### src/common/vout_setpoint_map.vh
// Command codes, limits and reset constants of the setpoint adjust registers.
// Assumes it is included by bare name from the rtl files; definitions only.
`ifndef VOUT_SETPOINT_MAP_VH
`define VOUT_SETPOINT_MAP_VH

// ============================================================
// Command codes (byte offsets of the paged commands)
`define OFS_OUTPUT_TRIM            8'h22
`define OFS_OUTPUT_CAL_OFFSET      8'h23
`define OFS_OUTPUT_VOLTAGE_CEILING 8'h24

// ============================================================
// Page selection
`define PAGE_ALL                   8'hff

// ============================================================
// Reset values
`define RST_OUTPUT_TRIM            16'h0000
`define RST_OUTPUT_CAL_OFFSET      16'h0000
`define RST_CEILING_BEFORE_STRAP   16'h0000

// ============================================================
// Scaling: every value is counts of 2^-13 V (exponent -13)
`define VOUT_EXPONENT_SHIFT        13
// 150 mV in counts, rounded toward zero: 0.150 * 8192 = 1228.8
`define ADJUST_SPAN_COUNTS         16'h04cc
// 5.5 V in counts: 5.5 * 8192 = 45056
`define CEILING_LIMIT_COUNTS       16'hb000
// Strap to ceiling factor 1.15 as 9420 / 8192 (1.14990)
`define CEIL_STRAP_MULT            14'h24cc

// ============================================================
// Strap capture: edges after reset release before the ceiling loads
`define STRAP_LOAD_DELAY           2'h3

`endif

### src/rtl/setpoint_clamp.v
// One page of setpoint arithmetic: target plus trim plus offset, clamped.
// Assumes all inputs are registered values on the same clock; purely combinational.
`timescale 1ns/10ps
`default_nettype none
`include "vout_setpoint_map.vh"

module setpoint_clamp (
    // Commanded target, unsigned counts of 2^-13 V
    input  wire [15:0] target,
    // Signed adjustments, counts of 2^-13 V
    input  wire [15:0] trim,
    input  wire [15:0] cal_offset,
    // Unsigned ceiling, counts of 2^-13 V
    input  wire [15:0] ceiling,
    // Result
    output reg  [15:0] setpoint,
    output reg         clamped
);

    // ============================================================
    // Span limit
    // The adjustments are saturated to the supported span so that a wild
    // calibration write can never swing the rail further than intended.
    function [17:0] sat_span;
        input [15:0] v;
        reg signed [17:0] s;
        begin
            s = {{2{v[15]}}, v};
            if (s > $signed({2'b00, `ADJUST_SPAN_COUNTS})) begin
                sat_span = {2'b00, `ADJUST_SPAN_COUNTS};
            end else if (s < -$signed({2'b00, `ADJUST_SPAN_COUNTS})) begin
                sat_span = 18'h0 - {2'b00, `ADJUST_SPAN_COUNTS};
            end else begin
                sat_span = s;
            end
        end
    endfunction

    wire signed [17:0] trim_ext   = sat_span(trim);
    wire signed [17:0] offset_ext = sat_span(cal_offset);
    wire signed [17:0] target_ext = {2'b00, target};
    wire signed [17:0] sum        = target_ext + trim_ext + offset_ext;

    // ============================================================
    // Clamp: floor at zero, ceiling on top of everything else.
    always @* begin
        if (sum < 18'sd0) begin
            setpoint = 16'h0000;
            clamped  = 1'b0;
        end else if (sum > $signed({2'b00, ceiling})) begin
            setpoint = ceiling;
            clamped  = 1'b1;
        end else begin
            setpoint = sum[15:0];
            clamped  = 1'b0;
        end
    end

endmodule // setpoint_clamp
`default_nettype wire

### src/rtl/vout_setpoint_adjust_regs.v
// Paged output trim, calibration offset and voltage ceiling commands.
// Assumes a command layer on the same clock presents decoded paged accesses,
// and that the strap pins are asynchronous and steady after power-up.
`timescale 1ns/10ps
`default_nettype none
`include "vout_setpoint_map.vh"

module vout_setpoint_adjust_regs #(
    parameter NUM_PAGES = 2
) (
    // Clock and synchronous reset
    input  wire                    clk,
    input  wire                    reset_n,
    // Decoded command port
    input  wire                    cmd_valid,
    input  wire                    cmd_write,
    input  wire [7:0]              cmd_code,
    input  wire [7:0]              cmd_page,
    input  wire [15:0]             cmd_wdata,
    output reg                     rsp_valid,
    output reg                     rsp_error,
    output reg  [15:0]             rsp_rdata,
    // Strap pins and per-page targets
    input  wire [15:0]             setpoint_pin_strap,
    input  wire [NUM_PAGES*16-1:0] target_voltage,
    // Regulation references
    output reg  [NUM_PAGES*16-1:0] setpoint_ref,
    output reg  [NUM_PAGES-1:0]    ceiling_clamp_active,
    output reg                     strap_loaded
);

    // ============================================================
    // Decoding helpers
    // A page hits its own number or the broadcast page.
    function page_hit;
        input [7:0] page;
        input integer idx;
        begin
            page_hit = (page == `PAGE_ALL) || (page == idx[7:0]);
        end
    endfunction

    // Ceiling writes saturate at the largest supported level.
    function [15:0] sat_ceiling;
        input [16:0] v;
        begin
            if (v > {1'b0, `CEILING_LIMIT_COUNTS}) begin
                sat_ceiling = `CEILING_LIMIT_COUNTS;
            end else begin
                sat_ceiling = v[15:0];
            end
        end
    endfunction

    function code_known;
        input [7:0] code;
        begin
            code_known = (code == `OFS_OUTPUT_TRIM) || (code == `OFS_OUTPUT_CAL_OFFSET) ||
                         (code == `OFS_OUTPUT_VOLTAGE_CEILING);
        end
    endfunction

    // ============================================================
    // Strap synchroniser
    // The strap is a pin, so it passes two flops before the multiplier sees it.
    reg  [15:0] strap_meta_reg;
    reg  [15:0] strap_sync_reg;
    reg  [1:0]  strap_wait_reg;
    reg         strap_load_reg;
    wire [29:0] strap_prod = strap_sync_reg * `CEIL_STRAP_MULT;
    wire [15:0] strap_ceiling = sat_ceiling(strap_prod[29:`VOUT_EXPONENT_SHIFT]);

    always @(posedge clk) begin
        if (!reset_n) begin
            strap_meta_reg <= 16'h0000;
            strap_sync_reg <= 16'h0000;
        end else begin
            strap_meta_reg <= setpoint_pin_strap;
            strap_sync_reg <= strap_meta_reg;
        end
    end

    // Load the ceiling once, after the synchroniser holds the real strap.
    // Until then the ceiling is zero, which holds the rail safely low.
    always @(posedge clk) begin
        if (!reset_n) begin
            strap_wait_reg <= 2'h0;
            strap_load_reg <= 1'b0;
            strap_loaded   <= 1'b0;
        end else begin
            strap_load_reg <= 1'b0;
            if (!strap_loaded) begin
                if (strap_wait_reg == `STRAP_LOAD_DELAY) begin
                    strap_load_reg <= 1'b1;
                    strap_loaded   <= 1'b1;
                end else begin
                    strap_wait_reg <= strap_wait_reg + 2'h1;
                end
            end
        end
    end

    // ============================================================
    // Per-page registers and arithmetic
    wire        wr = cmd_valid && cmd_write && (strap_loaded || strap_load_reg);
    wire [NUM_PAGES*16-1:0] trim_all;
    wire [NUM_PAGES*16-1:0] offset_all;
    wire [NUM_PAGES*16-1:0] ceiling_all;
    wire [NUM_PAGES*16-1:0] sum_all;
    wire [NUM_PAGES-1:0]    clamp_all;

    genvar g;
    generate
        for (g = 0; g < NUM_PAGES; g = g + 1) begin : page
            reg [15:0] trim_reg;
            reg [15:0] offset_reg;
            reg [15:0] ceiling_reg;
            wire       hit = wr && page_hit(cmd_page, g);

            // Host writes land in the addressed page, or in all pages.
            always @(posedge clk) begin
                if (!reset_n) begin
                    trim_reg    <= `RST_OUTPUT_TRIM;
                    offset_reg  <= `RST_OUTPUT_CAL_OFFSET;
                    ceiling_reg <= `RST_CEILING_BEFORE_STRAP;
                end else begin
                    if (hit && cmd_code == `OFS_OUTPUT_TRIM) begin
                        trim_reg <= cmd_wdata;
                    end
                    if (hit && cmd_code == `OFS_OUTPUT_CAL_OFFSET) begin
                        offset_reg <= cmd_wdata;
                    end
                    // The ceiling follows only its own writes and the strap,
                    // never the target. A host write that lands in the load
                    // cycle has already been acknowledged, so it must win.
                    if (hit && cmd_code == `OFS_OUTPUT_VOLTAGE_CEILING) begin
                        ceiling_reg <= sat_ceiling({1'b0, cmd_wdata});
                    end else if (strap_load_reg) begin
                        ceiling_reg <= strap_ceiling;
                    end
                end
            end

            assign trim_all[g*16 +: 16]    = trim_reg;
            assign offset_all[g*16 +: 16]  = offset_reg;
            assign ceiling_all[g*16 +: 16] = ceiling_reg;

            setpoint_clamp u_clamp (
                .target     (target_voltage[g*16 +: 16]),
                .trim       (trim_reg),
                .cal_offset (offset_reg),
                .ceiling    (ceiling_reg),
                .setpoint   (sum_all[g*16 +: 16]),
                .clamped    (clamp_all[g])
            );
        end
    endgenerate

    // ============================================================
    // Reference outputs, registered so the loop sees glitch-free values.
    always @(posedge clk) begin
        if (!reset_n) begin
            setpoint_ref         <= {NUM_PAGES*16{1'b0}};
            ceiling_clamp_active <= {NUM_PAGES{1'b0}};
        end else begin
            setpoint_ref         <= sum_all;
            ceiling_clamp_active <= clamp_all;
        end
    end

    // ============================================================
    // Read and answer path
    // Reads must name one real page; broadcast reads have no single answer.
    reg        page_ok;
    reg [15:0] rd_word;
    integer    i;

    always @* begin
        page_ok = 1'b0;
        rd_word = 16'h0000;
        for (i = 0; i < NUM_PAGES; i = i + 1) begin
            if (cmd_page == i[7:0]) begin
                page_ok = 1'b1;
                case (cmd_code)
                    `OFS_OUTPUT_TRIM:            rd_word = trim_all[i*16 +: 16];
                    `OFS_OUTPUT_CAL_OFFSET:      rd_word = offset_all[i*16 +: 16];
                    `OFS_OUTPUT_VOLTAGE_CEILING: rd_word = ceiling_all[i*16 +: 16];
                    default:                     rd_word = 16'h0000;
                endcase
            end
        end
    end

    // Every command is answered one cycle later; bad code or page errors.
    always @(posedge clk) begin
        if (!reset_n) begin
            rsp_valid <= 1'b0;
            rsp_error <= 1'b0;
            rsp_rdata <= 16'h0000;
        end else begin
            rsp_valid <= cmd_valid;
            rsp_error <= 1'b0;
            rsp_rdata <= 16'h0000;
            if (cmd_valid) begin
                if (!code_known(cmd_code)) begin
                    rsp_error <= 1'b1;
                end else if (cmd_write) begin
                    rsp_error <= !(page_ok || cmd_page == `PAGE_ALL) || !(strap_loaded || strap_load_reg);
                end else if (!page_ok) begin
                    rsp_error <= 1'b1;
                end else begin
                    rsp_rdata <= rd_word;
                end
            end
        end
    end

endmodule // vout_setpoint_adjust_regs
`default_nettype wire

### config.mk
export PLATFORM = sky130hd
export DESIGN_NAME = vout_setpoint_adjust_regs
export DESIGN_NICKNAME = d
export VERILOG_FILES = /design/src/rtl/setpoint_clamp.v /design/src/rtl/vout_setpoint_adjust_regs.v
export VERILOG_INCLUDE_DIRS = /design/src /design/src/common
export SDC_FILE = /design/constraint.sdc
export NUM_CORES = 1
export LEC_CHECK = 0
export ABC_AREA = 0
export BUFFER_PORTS_ARGS = -buffer_cell sky130_fd_sc_hd__buf_4
export CAP_MARGIN = 20
export CORE_ASPECT_RATIO = 1.5
export CORE_MARGIN = 10
export CORE_UTILIZATION = 34
export CTS_BUF_LIST = sky130_fd_sc_hd__clkbuf_16
export DETAILED_ROUTE_END_ITERATION = 8
export PLACE_DENSITY = 0.59
export SYNTH_ARGS = -nofsm -noshare
export SYNTH_HDL_FRONTEND = slang
export SYNTH_SLANG_ARGS = --single-unit
### constraint.sdc
create_clock -name clk -period 7.7 [get_ports clk]
set_input_delay 0.385 -clock clk [delete_from_list [all_inputs] [get_ports clk]]
set_output_delay 0.385 -clock clk [all_outputs]
set_load 0.02 [all_outputs]
==> results by group, run 1 <==
Yosys
  • Main combinational cell family by area after synthesis: adder cells
  • Simple logic cell fraction of the synthesized area: 15.3%
  • Seq/Total Area, Yosys: 25.2%
  • Synth Instances: around 1.6k
  • Unique masters post-synth: 70
  • Yosys reg bits: between 150 and 200
  • Post-synthesis async set-or-reset flop share: 0%
  • Synth Area in XOR/XNOR: roughly 2.5%
  • Synth warnings: 0
  • Syn_nets: approximately 2k
  • Post-synth EDFFs: 0
  • Main synth FF type: dfxtp_1
  • Synthesized area: roughly 0.015 mm2
  • Post-synthesis mux area share: roughly 9.0%
  • Area fraction in compound gates after synthesis: 16.6%
  • Synth Area per Inst: roughly 9 um2
  • Post-synthesis adder-cell area fraction: between 20% and 30%

Floorplan
  • Die area: 0.0518 mm2
  • Die Height: 274 um
  • IO Pins: 137
  • Total core area: between 0.04 and 0.05 mm2
  • # rows: 92
  • Die X: 189 um
  • Starting density of the core: around a third

Clock tree
  • CTS Buf Count: 17
  • Sink Count: between 150 and 200
  • Clk slew on worst S/H paths: 0.07 ns
  • Hold-fix buffers, CTS: 0
  • CTS Buffer Depth: 2
  • Root Driver: clkbuf_16
  • H-tree depth: 4
  • Post-cts resize count: 0
  • CTS tree: built
  • Worst skew pair latency: around 0.45 ns
  • Post-CTS Setup Bufs: 0

Timing
  • RSZ-0062 raised after global routing: false
  • Peak Freq: around 0.14 GHz
  • Post-Route Skew: ~0.015 ns
  • Final period util: around nine tenths
  • Slew Limit Fails: 0
  • Worst Max-Slew Pin Slew: approximately 1.1 ns
  • Slew HR: 28.0%
  • Post-Route Setup TNS: 0 ns
  • Final hold vios: 0
  • Count of final setup violators: 0
  • Crit path time final: roughly 6.9 ns

GRT
  • First-pass GRT wire length: 70.7 mm
  • Largest net degree at the start of global routing: 90
  • Total GRT Usage: between 10% and 20%
  • Grt ovf: 0
  • Initial antenna violation count: 0
  • Vias in the first global route: between 10k and 15k

Drt
  • DRC errors left: 0
  • Vias: 12.1k
  • WL final: around 46 mm
  • Number of routed nets with antenna violations: 0
  • Wirelength per Cell: between 20 and 25 um
  • First-pass DRT Iterations: 7
  • DRT iter0 DRCs: 729
  • DR vias/cell: approximately 5.3

Worst setup path
  • Worst-path fanout max: 17
  • CP Capture Type: register
  • Crit path DAT: about 7.3 ns
  • FF-to-FF setup slack: roughly 0.77 ns
  • Worst endpoint required time: 8.03 ns
  • Reg-to-reg startpoint: page[0].offset_reg[2]$_SDFFE_PN0P_
  • Reg2reg path depth: 27
  • Critical path class: register to register
  • Startpoint Class: register
  • Worst R2R End: setpoint_ref[6]$_SDFF_PP0_

Worst hold path
  • Hold Path Depth: 2
  • Min-delay src: setpoint_pin_strap[15]
  • Worst min-delay path class: input pin to register
  • Worst min-delay path endpoint: strap_meta_reg[15]$_SDFF_PN0_

Cells and area
  • Layout area overhead: 14.7%
  • Share of layout cells above drive strength 1: a little over an eighth
  • Nets: 2048
  • Fin area: 0.0167 mm2

Place
  • Global placer's final weighted congestion: between 0.9 and 1
  • DPL Wire Length: about 37 mm
  • PortBufs: 136
  • Placed Area: ~0.016 mm2

Run
  • Max cap viols: 0

Pwr
  • Leak pwr: between 7 and 8 nW
  • Pwr per Cell Area: roughly 160 mW/mm2
  • VDD IR-drop max: ~140 uV

Status
  • Status: completed
## area by class of cell
type | count | area, um2
well taps | 564 | 706
diodes | 1 | 2.50
repair buffers | 150 | 1140
clock inverters | 14 | 160
flip-flops and latches | 184 | 3680
clock buffers | 17 | 425
multi-input cells | 1196 | 9990
fillers | 4304 | 25500
inverters | 172 | 646
## through the flow
step           setup WS (ns)  std cells  hold slack [ns]  utilization, %  power (mW)
4_1_cts                0.912       2295            0.126            39.6        2.66
3_5_place_dp           0.953       2264            0.417            38.2        1.76
2_1_floorplan           1.42       1620            0.412               -        1.52
3_3_place_gp            1.05       2264            0.418            38.2        1.75
6_report               0.766       2298            0.143            39.6        2.64
5_1_grt                0.401       2297            0.135            39.6        2.78
## synth_stat cells (all sizes together), types with 10 or more instances
master	n	share of area (%)
a211oi	24	1.2
a21boi	24	1.2
a21o	26	1.3
a21oi	71	2.5
a221oi	22	1.4
a22oi	37	1.9
a31oi	13	0.60
and2	51	2.2
and3	17	0.73
buf	13	0.58
clkbuf	55	1.4
dfxtp	184	25
fa	81	11
ha	162	14
inv	172	4.4
mux2	30	2.3
mux2i	97	6.7
nand2	45	1.2
nand3	14	0.48
nand4	18	0.77
nor2	156	4.0
nor2b	69	3.0
nor3	24	0.82
nor4	13	0.56
o211ai	38	2.0
o21ai	37	1.3
o31ai	10	0.51
xnor2	27	1.6
xor2	14	0.84
## critical path: stages (launching register included)
cell       delay [ns]
dfxtp_1          0.43
o211ai_1         0.13
nand2_1          0.10
a31oi_1          0.08
or3_1            0.31
ha_1             0.52
nor2_1           0.11
and2_1           0.19
fa_1             0.47
ha_1             0.24
fa_1             0.40
a21o_1           0.19
a21oi_1          0.21
o21ai_1          0.11
a2111oi_0        0.69
nor2_1           0.15
a21o_1           0.22
a211oi_1         0.23
nor2_1           0.09
ha_1             0.32
nand4_1          0.11
or4_1            0.52
o221ai_1         0.11
nand2_1          0.10
mux2i_2          0.15
buf_4            0.32
mux2i_1          0.22
nor2_1           0.06
## worst max-delay path by stage
| stage | startpoint | slack, ns | to | depth (start not counted) |
|---|---|---|---|---|
| 2_1_floorplan | page[0].offset_reg[2]$_SDFFE_PN0P_ | 1.42 | setpoint_ref[14]$_SDFF_PP0_ | 27 |
| 3_3_place_gp | page[0].offset_reg[2]$_SDFFE_PN0P_ | 1.05 | setpoint_ref[5]$_SDFF_PP0_ | 27 |
| 3_5_place_dp | page[0].offset_reg[2]$_SDFFE_PN0P_ | 0.95 | setpoint_ref[6]$_SDFF_PP0_ | 27 |
| 4_1_cts | page[0].offset_reg[2]$_SDFFE_PN0P_ | 0.91 | setpoint_ref[6]$_SDFF_PP0_ | 27 |
| 5_1_grt | page[0].offset_reg[5]$_SDFFE_PN0P_ | 0.40 | setpoint_ref[15]$_SDFF_PP0_ | 27 |
| 6_report | page[0].offset_reg[2]$_SDFFE_PN0P_ | 0.77 | setpoint_ref[6]$_SDFF_PP0_ | 27 |
## logic make-up after synthesis
group,after synthesis
buf+inv,240
mux,127
fa+ha+maj,243
xor+xnor,41
flops,184
simple gates,439
compound gates,346
## layer usage
metal  vias up  track usage [%]  routed length (um)
li1       5859                -                   -
met1      5850             19.2               18200
met2       330             31.4               23400
met3        90             3.31                2190
met4         0             9.13                2320
met5         -                0                   0
## where the power goes
group	internal, mW	switching (mW)	total [mW]
registers	1.00	0.0649	1.07
logic	0.285	0.388	0.673
clock network	0.506	0.391	0.897
## layout by cell type, fill, tap and decap left out, types with 19 or more instances in the layout
| master | count |
|---|---|
| and2_1 | 49 |
| a211oi_1 | 24 |
| fa_1 | 81 |
| nor2b_1 | 69 |
| ha_1 | 162 |
| nand2_1 | 44 |
| a21oi_1 | 68 |
| mux2_2 | 30 |
| nor2_1 | 156 |
| buf_4 | 148 |
| mux2i_1 | 96 |
| a22oi_1 | 37 |
| o211ai_1 | 38 |
| inv_1 | 173 |
| a21o_1 | 26 |
| a221oi_1 | 19 |
| nor3_1 | 23 |
| xnor2_1 | 27 |
| a21boi_1 | 21 |
| o21ai_0 | 28 |
| dfxtp_1 | 184 |
(Power assumes the default switching activity.)
==> inputs of run 2 (changes only) <==
- ABC_AREA: 0 -> 1
==> run 2 against run 1 <==
Against the previous run: maximum frequency increased by 13%; via count rose by 16%; clock power grew 6.5%; first-iteration DRC count rose by 27%; final cell count grew 21%; cell area rose by 2.2%; global-route usage grew 1.9 points; clock skew grew 0.00081 ns; core utilization shrank 0.54 points; total power is 1.7% lower; sequential share of layout area down 0.46 points.
==> results by group, run 2 <==
Yosys
  • Unique masters post-synth: 53
  • Post-synth EDFFs: 0
  • Dominant cell type by area after synthesis: dfxtp_1
  • Seq/Total Area, Yosys: 24.6%
  • Syn_nets: 2423
  • Synth Instances: ~2.1k
  • Post-synthesis async set-or-reset flop share: 0%
  • Synth Area per Inst: a little over 7 um2
  • Dominant cells by area after synthesis: dfxtp_1, ha_1, inv_1
  • Most frequent cell after synthesis: inv_1
  • Commonest cells post-synth: inv_1, nand2_1, a21oi_1
  • Yosys reg bits: approximately 180
  • Synthesized area: ~0.015 mm2
  • Yosys top cell area share: roughly a quarter
  • Synth warnings: 0
  • Main synth FF type: dfxtp_1

Floorplan
  • Die X: 191 um
  • Die Height: around 280 um
  • Starting density of the core: between 30% and 40%
  • Total core area: about 0.044 mm2
  • IO Pins: about 140
  • Die area: between 0.05 and 0.06 mm2
  • # rows: 94

GRT
  • Vias in the first global route: ~14k
  • Total GRT Usage: between 10% and 20%
  • First-pass GRT wire length: 79.9 mm
  • Largest net degree at the start of global routing: 67
  • Grt ovf: 0
  • Initial antenna violation count: 0

Cells and area
  • Filler cells: between 4k and 5k
  • Most common cell after layout, fill and taps aside: inv_1
  • Layout area overhead: 14.4%
  • Multi-input gate area: just over 0.009 mm2
  • Share of layout cells above drive strength 1: about 10%
  • Commonest non-fill, non-tap cells in the layout: inv_1, nand2_1, a21oi_1, o21ai_0, dfxtp_1
  • Sequential cell area: 0.00368 mm2
  • Nets: around 2.5k
  • # diodes: 0

Timing
  • Slew Limit Fails: 0
  • Post-Route Setup TNS: 0 ns
  • Final hold vios: 0
  • Final period util: about four fifths
  • Count of final setup violators: 0
  • Post-Route Skew: between 0.015 and 0.02 ns
  • Crit path time final: between 6 and 7 ns
  • Peak Freq: around 0.16 GHz
  • RSZ-0062 raised after global routing: false
  • Final hold slack: approximately 0.10 ns
  • Worst Max-Slew Pin Slew: ~1.0 ns
  • Slew HR: a little under a third

Clock tree
  • Root Driver: clkbuf_16
  • Hold-fix buffers, CTS: 0
  • CTS tree: built
  • Post-cts resize count: 0
  • Sink Count: 184
  • Worst skew pair latency: roughly 0.47 ns
  • CTS Buffer Depth: 2
  • Post-CTS Setup Bufs: 0
  • CTS Buf Count: 17
  • Clk slew on worst S/H paths: 0.08 ns
  • H-tree depth: 4

Place
  • DPL Wire Length: about 43 mm
  • Global placer's final weighted congestion: just under 1
  • PortBufs: 136

Drt
  • Vias: between 10k and 15k
  • WL final: around 52 mm
  • DRC errors left: 0
  • DRT iter0 DRCs: 928
  • Wirelength per Cell: around 19 um
  • First-pass DRT Iterations: 8
  • DR vias/cell: just over 5
  • Number of routed nets with antenna violations: 0

Pwr
  • VDD IR-drop max: approximately 170 uV
  • Pwr per Cell Area: around 150 mW/mm2
  • Leak pwr: around 9 nW

Worst setup path
  • Worst setup startpoint: page[0].offset_reg[4]$_SDFFE_PN0P_
  • Crit path DAT: ~6.5 ns
  • Worst endpoint required time: approximately 8.1 ns
  • Startpoint Class: register
  • Slowest stage delay, CP: ~0.5 ns
  • Reg-to-reg startpoint: page[0].offset_reg[4]$_SDFFE_PN0P_
  • Worst R2R End: setpoint_ref[4]$_SDFF_PP0_
  • Worst-path fanout max: 18
  • CP Capture Type: register
  • Reg2reg path depth: 28
  • CP max-delay cell: fa_1
  • FF-to-FF setup slack: between 1.5 and 2 ns
  • Critical path class: register to register

Worst hold path
  • Hold Path Depth: 3
  • Worst min-delay path class: input pin to register
  • Worst min-delay path endpoint: strap_meta_reg[4]$_SDFF_PN0_
  • Min-delay src: setpoint_pin_strap[4]

Run
  • Max cap viols: 0

Status
  • Status: completed
==> run 2: cell types whose count changed in the layout (fill, tap and decap cells not counted), sizes merged, moves of 30 or more <==
| cell | delta |
|---|---|
| nand2 | +322 |
| inv | +296 |
| o21ai | +163 |
| a21oi | +127 |
| mux2i | -97 |
| nor2b | -69 |
| nand3 | +52 |
| and2 | -50 |
| a22oi | -36 |
| o22ai | +36 |
| o211ai | -33 |
| mux2 | -30 |
==> run 2: final cells by class <==
type	count	area share, %
inverter	465	10.2
timing repair buffer	144	6.30
clock buffer	17	2.49
tap	576	4.21
sequential	184	21.5
multi-input combinational	1387	54.1
clock inverter	15	1.19
==> run 2: power by group <==
group | switching (mW) | internal [mW]
Combinational | 0.404 | 0.221
Sequential | 0.0264 | 0.986
Clock | 0.456 | 0.499
Total | 0.887 | 1.71
==> run 2: worst max-delay path: cells and delay by family (launching register included) <==
kind	cells	cell delay (ns)
AO/OA/AOI/OAI	10	2.18
XOR/XNOR	1	0.19
adder cells (fa/ha/maj)	4	1.62
buffers and inverters	4	0.51
flip-flops	1	0.39
AND/OR/NAND/NOR	9	1.12
==> run 2: metrics by stage <==
| step | power, mW | cells | util, % | setup WS, ns | instance area, um2 |
|---|---|---|---|---|---|
| after floorplan | 1.44 | 2096 | - | 2.66 | 15000 |
| after global placement | 1.65 | 2755 | 37.7 | 1.65 | 16500 |
| after detailed placement | 1.66 | 2756 | 37.7 | 1.58 | 16500 |
| after CTS | 2.61 | 2788 | 39.1 | 1.56 | 17100 |
| after global routing | 2.73 | 2788 | 39.1 | 1.02 | 17100 |
| final | 2.59 | 2788 | 39.1 | 1.56 | 17100 |
==> run 2: cell families after synthesis <==
logic type	Yosys count	share of synthesized area (%)
DFF	184	24.6
AOI/OAI and AO/OA	490	17.9
buffers and inverters	525	13.5
adders and majority gates	243	24.4
and+or+nand+nor	624	17.7
xor gates and xnor gates	30	1.86
==> run 2: per-layer routing <==
metal	global-route usage, %	routed length [um]
met2	36.4	27600
met5	0	0
met3	2.71	2340
met1	21.1	20000
met4	7.77	1910
==> run 2: worst max-delay path by stage <==
stage,end,cells past startpoint
floorplan,setpoint_ref[8]$_SDFF_PP0_,29
global placement,setpoint_ref[7]$_SDFF_PP0_,29
detailed placement,setpoint_ref[7]$_SDFF_PP0_,29
CTS,setpoint_ref[7]$_SDFF_PP0_,29
global route,setpoint_ref[9]$_SDFF_PP0_,29
finish,setpoint_ref[4]$_SDFF_PP0_,28
==> inputs of run 3 (changes only) <==
- PLACE_DENSITY: 0.59 -> 0.6
- clock period: 7.7 -> 4.95 ns (I/O delays scaled with it)
==> run 3 against run 2 <==
Against the previous run: the flow now finishes with violations (setup timing); routed wire length increased by 6.9%; cell area grew 20%; total power up 64%; maximum frequency rose by 15%; global-route usage up 0.54 points; sequential share of layout area shrank 3.4 points; highest routed layer unchanged.
==> results by group, run 3 (synthesis gave the netlist of run 2 again) <==
Timing
  • RSZ-0062 raised after global routing: true
  • Count of final setup violators: 17
  • Worst Max-Slew Pin Slew: 0.981 ns
  • Final period util: 107%
  • Slew Limit Fails: 0
  • Crit path time final: around 5.3 ns
  • Final hold slack: just under 0.05 ns
  • Setup WS post-layout: -0.365 ns
  • Final hold vios: 0
  • Slew HR: between 30% and 40%
  • Post-Route Skew: around 0.025 ns
  • Peak Freq: about 0.19 GHz

GRT
  • Largest net degree at the start of global routing: between 50 and 60
  • Grt ovf: 0
  • First-pass GRT wire length: between 80 and 90 mm
  • Total GRT Usage: approximately a fifth
  • Initial antenna violation count: 0
  • Vias in the first global route: about 15k

Place
  • Global placer's final weighted congestion: approximately 0.94
  • PortBufs: 136
  • DPL Wire Length: ~43 mm

Cells and area
  • # diodes: 0
  • Filler cells: around 4.3k
  • Commonest non-fill, non-tap cells in the layout: inv_1, buf_4, nand2_1, a21oi_1, dfxtp_1
  • Nets: 2775
  • Layout area overhead: 37.1%
  • Most common cell after layout, fill and taps aside: inv_1
  • Share of layout cells above drive strength 1: between 20% and 30%
  • Final Util: 46.9%

Clock tree
  • Sink Count: 184
  • H-tree depth: 4
  • Clk slew on worst S/H paths: approximately 0.09 ns
  • Worst skew pair latency: roughly 0.47 ns
  • CTS Buffer Depth: 2
  • CTS Buf Count: 17
  • Root Driver: clkbuf_16
  • CTS tree: built

Floorplan
  • Die X: around 190 um
  • Total core area: 0.0438 mm2
  • Die Height: about 280 um
  • # rows: between 90 and 100
  • Die area: 0.0530 mm2
  • Starting density of the core: 34.2%
  • IO Pins: roughly 140

Worst setup path
  • Worst-path fanout max: 8
  • Worst endpoint required time: between 5 and 6 ns
  • Reg-to-reg startpoint: page[0].offset_reg[3]$_SDFFE_PN0P_
  • Startpoint Class: register
  • CP max-delay cell: fa_1
  • Critical path class: register to register
  • Crit path DAT: around 5.7 ns
  • CP Capture Type: register
  • Worst setup startpoint: page[0].offset_reg[3]$_SDFFE_PN0P_
  • Slowest stage delay, CP: 0.51 ns

Drt
  • DRT iter0 DRCs: just over 1k
  • DR vias/cell: about 5.0
  • Vias: approximately 15k
  • Wirelength per Cell: ~18 um
  • First-pass DRT Iterations: 6
  • DRC errors left: 0
  • WL final: about 55 mm
  • Number of routed nets with antenna violations: 0

Run
  • Max cap viols: 0

Status
  • Status: complete, but fails checks
  • Failing checks: setup timing

Pwr
  • Leak pwr: 10.1 nW
  • VDD IR-drop max: 220 uV
  • Pwr per Cell Area: 208 mW/mm2

Worst hold path
  • Min-delay src: cmd_valid
  • Worst min-delay path class: input pin to register
-- run 3: final timing paths --
check | to | slack (ns) | cells past startpoint
worst max register to register | setpoint_ref[0]$_SDFF_PP0_ | -0.36 | 29
worst min register to register | strap_sync_reg[3]$_SDFF_PN0_ | 0.41 | 2
worst min-delay path | rsp_valid$_SDFF_PN0_ | 0.05 | 3
worst max-delay path | setpoint_ref[0]$_SDFF_PP0_ | -0.36 | 29
-- run 3: final cells by class --
| type | count | area, um2 | share of cell area (%) |
|---|---|---|---|
| multi-input cells | 1390 | 10600 | 51.8 |
| flip-flops and latches | 184 | 3720 | 18.2 |
| repair buffers | 389 | 3050 | 14.9 |
| inverters | 465 | 1770 | 8.62 |
| well taps | 576 | 721 | 3.51 |
| clock buffers | 17 | 425 | 2.07 |
| clock inverters | 15 | 178 | 0.866 |
| repair inverters | 1 | 16.3 | 0.0793 |
-- run 3: repair_timing --
action	in CTS	in global routing
setup endpoints to repair	37	66
pin swaps	48	102
buffers inserted	30	20
hold buffers	16	0
endpoints found under the hold margin	16	0
gates resized for setup	167	222
gates cloned	4	1
-- run 3: power by group --
part	internal, mW	total [mW]	switching (mW)
Sequential	1.53	1.58	0.0443
Combinational	0.518	1.25	0.734
Clock	0.725	1.43	0.705
Total	2.78	4.26	1.48
-- run 3: per-stage QoR --
stage | total power, mW | setup slack (ns) | setup TNS [ns] | instances | instance area, um2
finish | 4.26 | -0.365 | -5.60 | 3037 | 20500
global route | 4.48 | -0.645 | -13.94 | 3037 | 20500
CTS | 4.13 | -0.208 | -2.72 | 3022 | 19500
detailed placement | 2.64 | -0.646 | -16.72 | 2941 | 17900
global placement | 2.62 | -0.589 | -13.52 | 2941 | 17900
floorplan | 2.24 | 0.00707 | 0 | 2096 | 15000
-- run 3: critical path: cells and delay by family (launching register included) --
family	cells	cell delay [ns]
adders and majority gates	4	1.47
DFF	1	0.33
xor gates and xnor gates	1	0.12
and+or+nand+nor	8	0.93
buffers and inverters	7	0.69
AOI/OAI and AO/OA	9	1.67
-- run 3: routing by layer --
metal | track usage, % | vias up | share of wire, %
li1 | - | 7419 | -
met1 | 21.3 | 7139 | 38
met2 | 36.5 | 476 | 52
met3 | 2.92 | 144 | 4.5
met4 | 10.9 | 0 | 5.5
met5 | 0 | - | 0
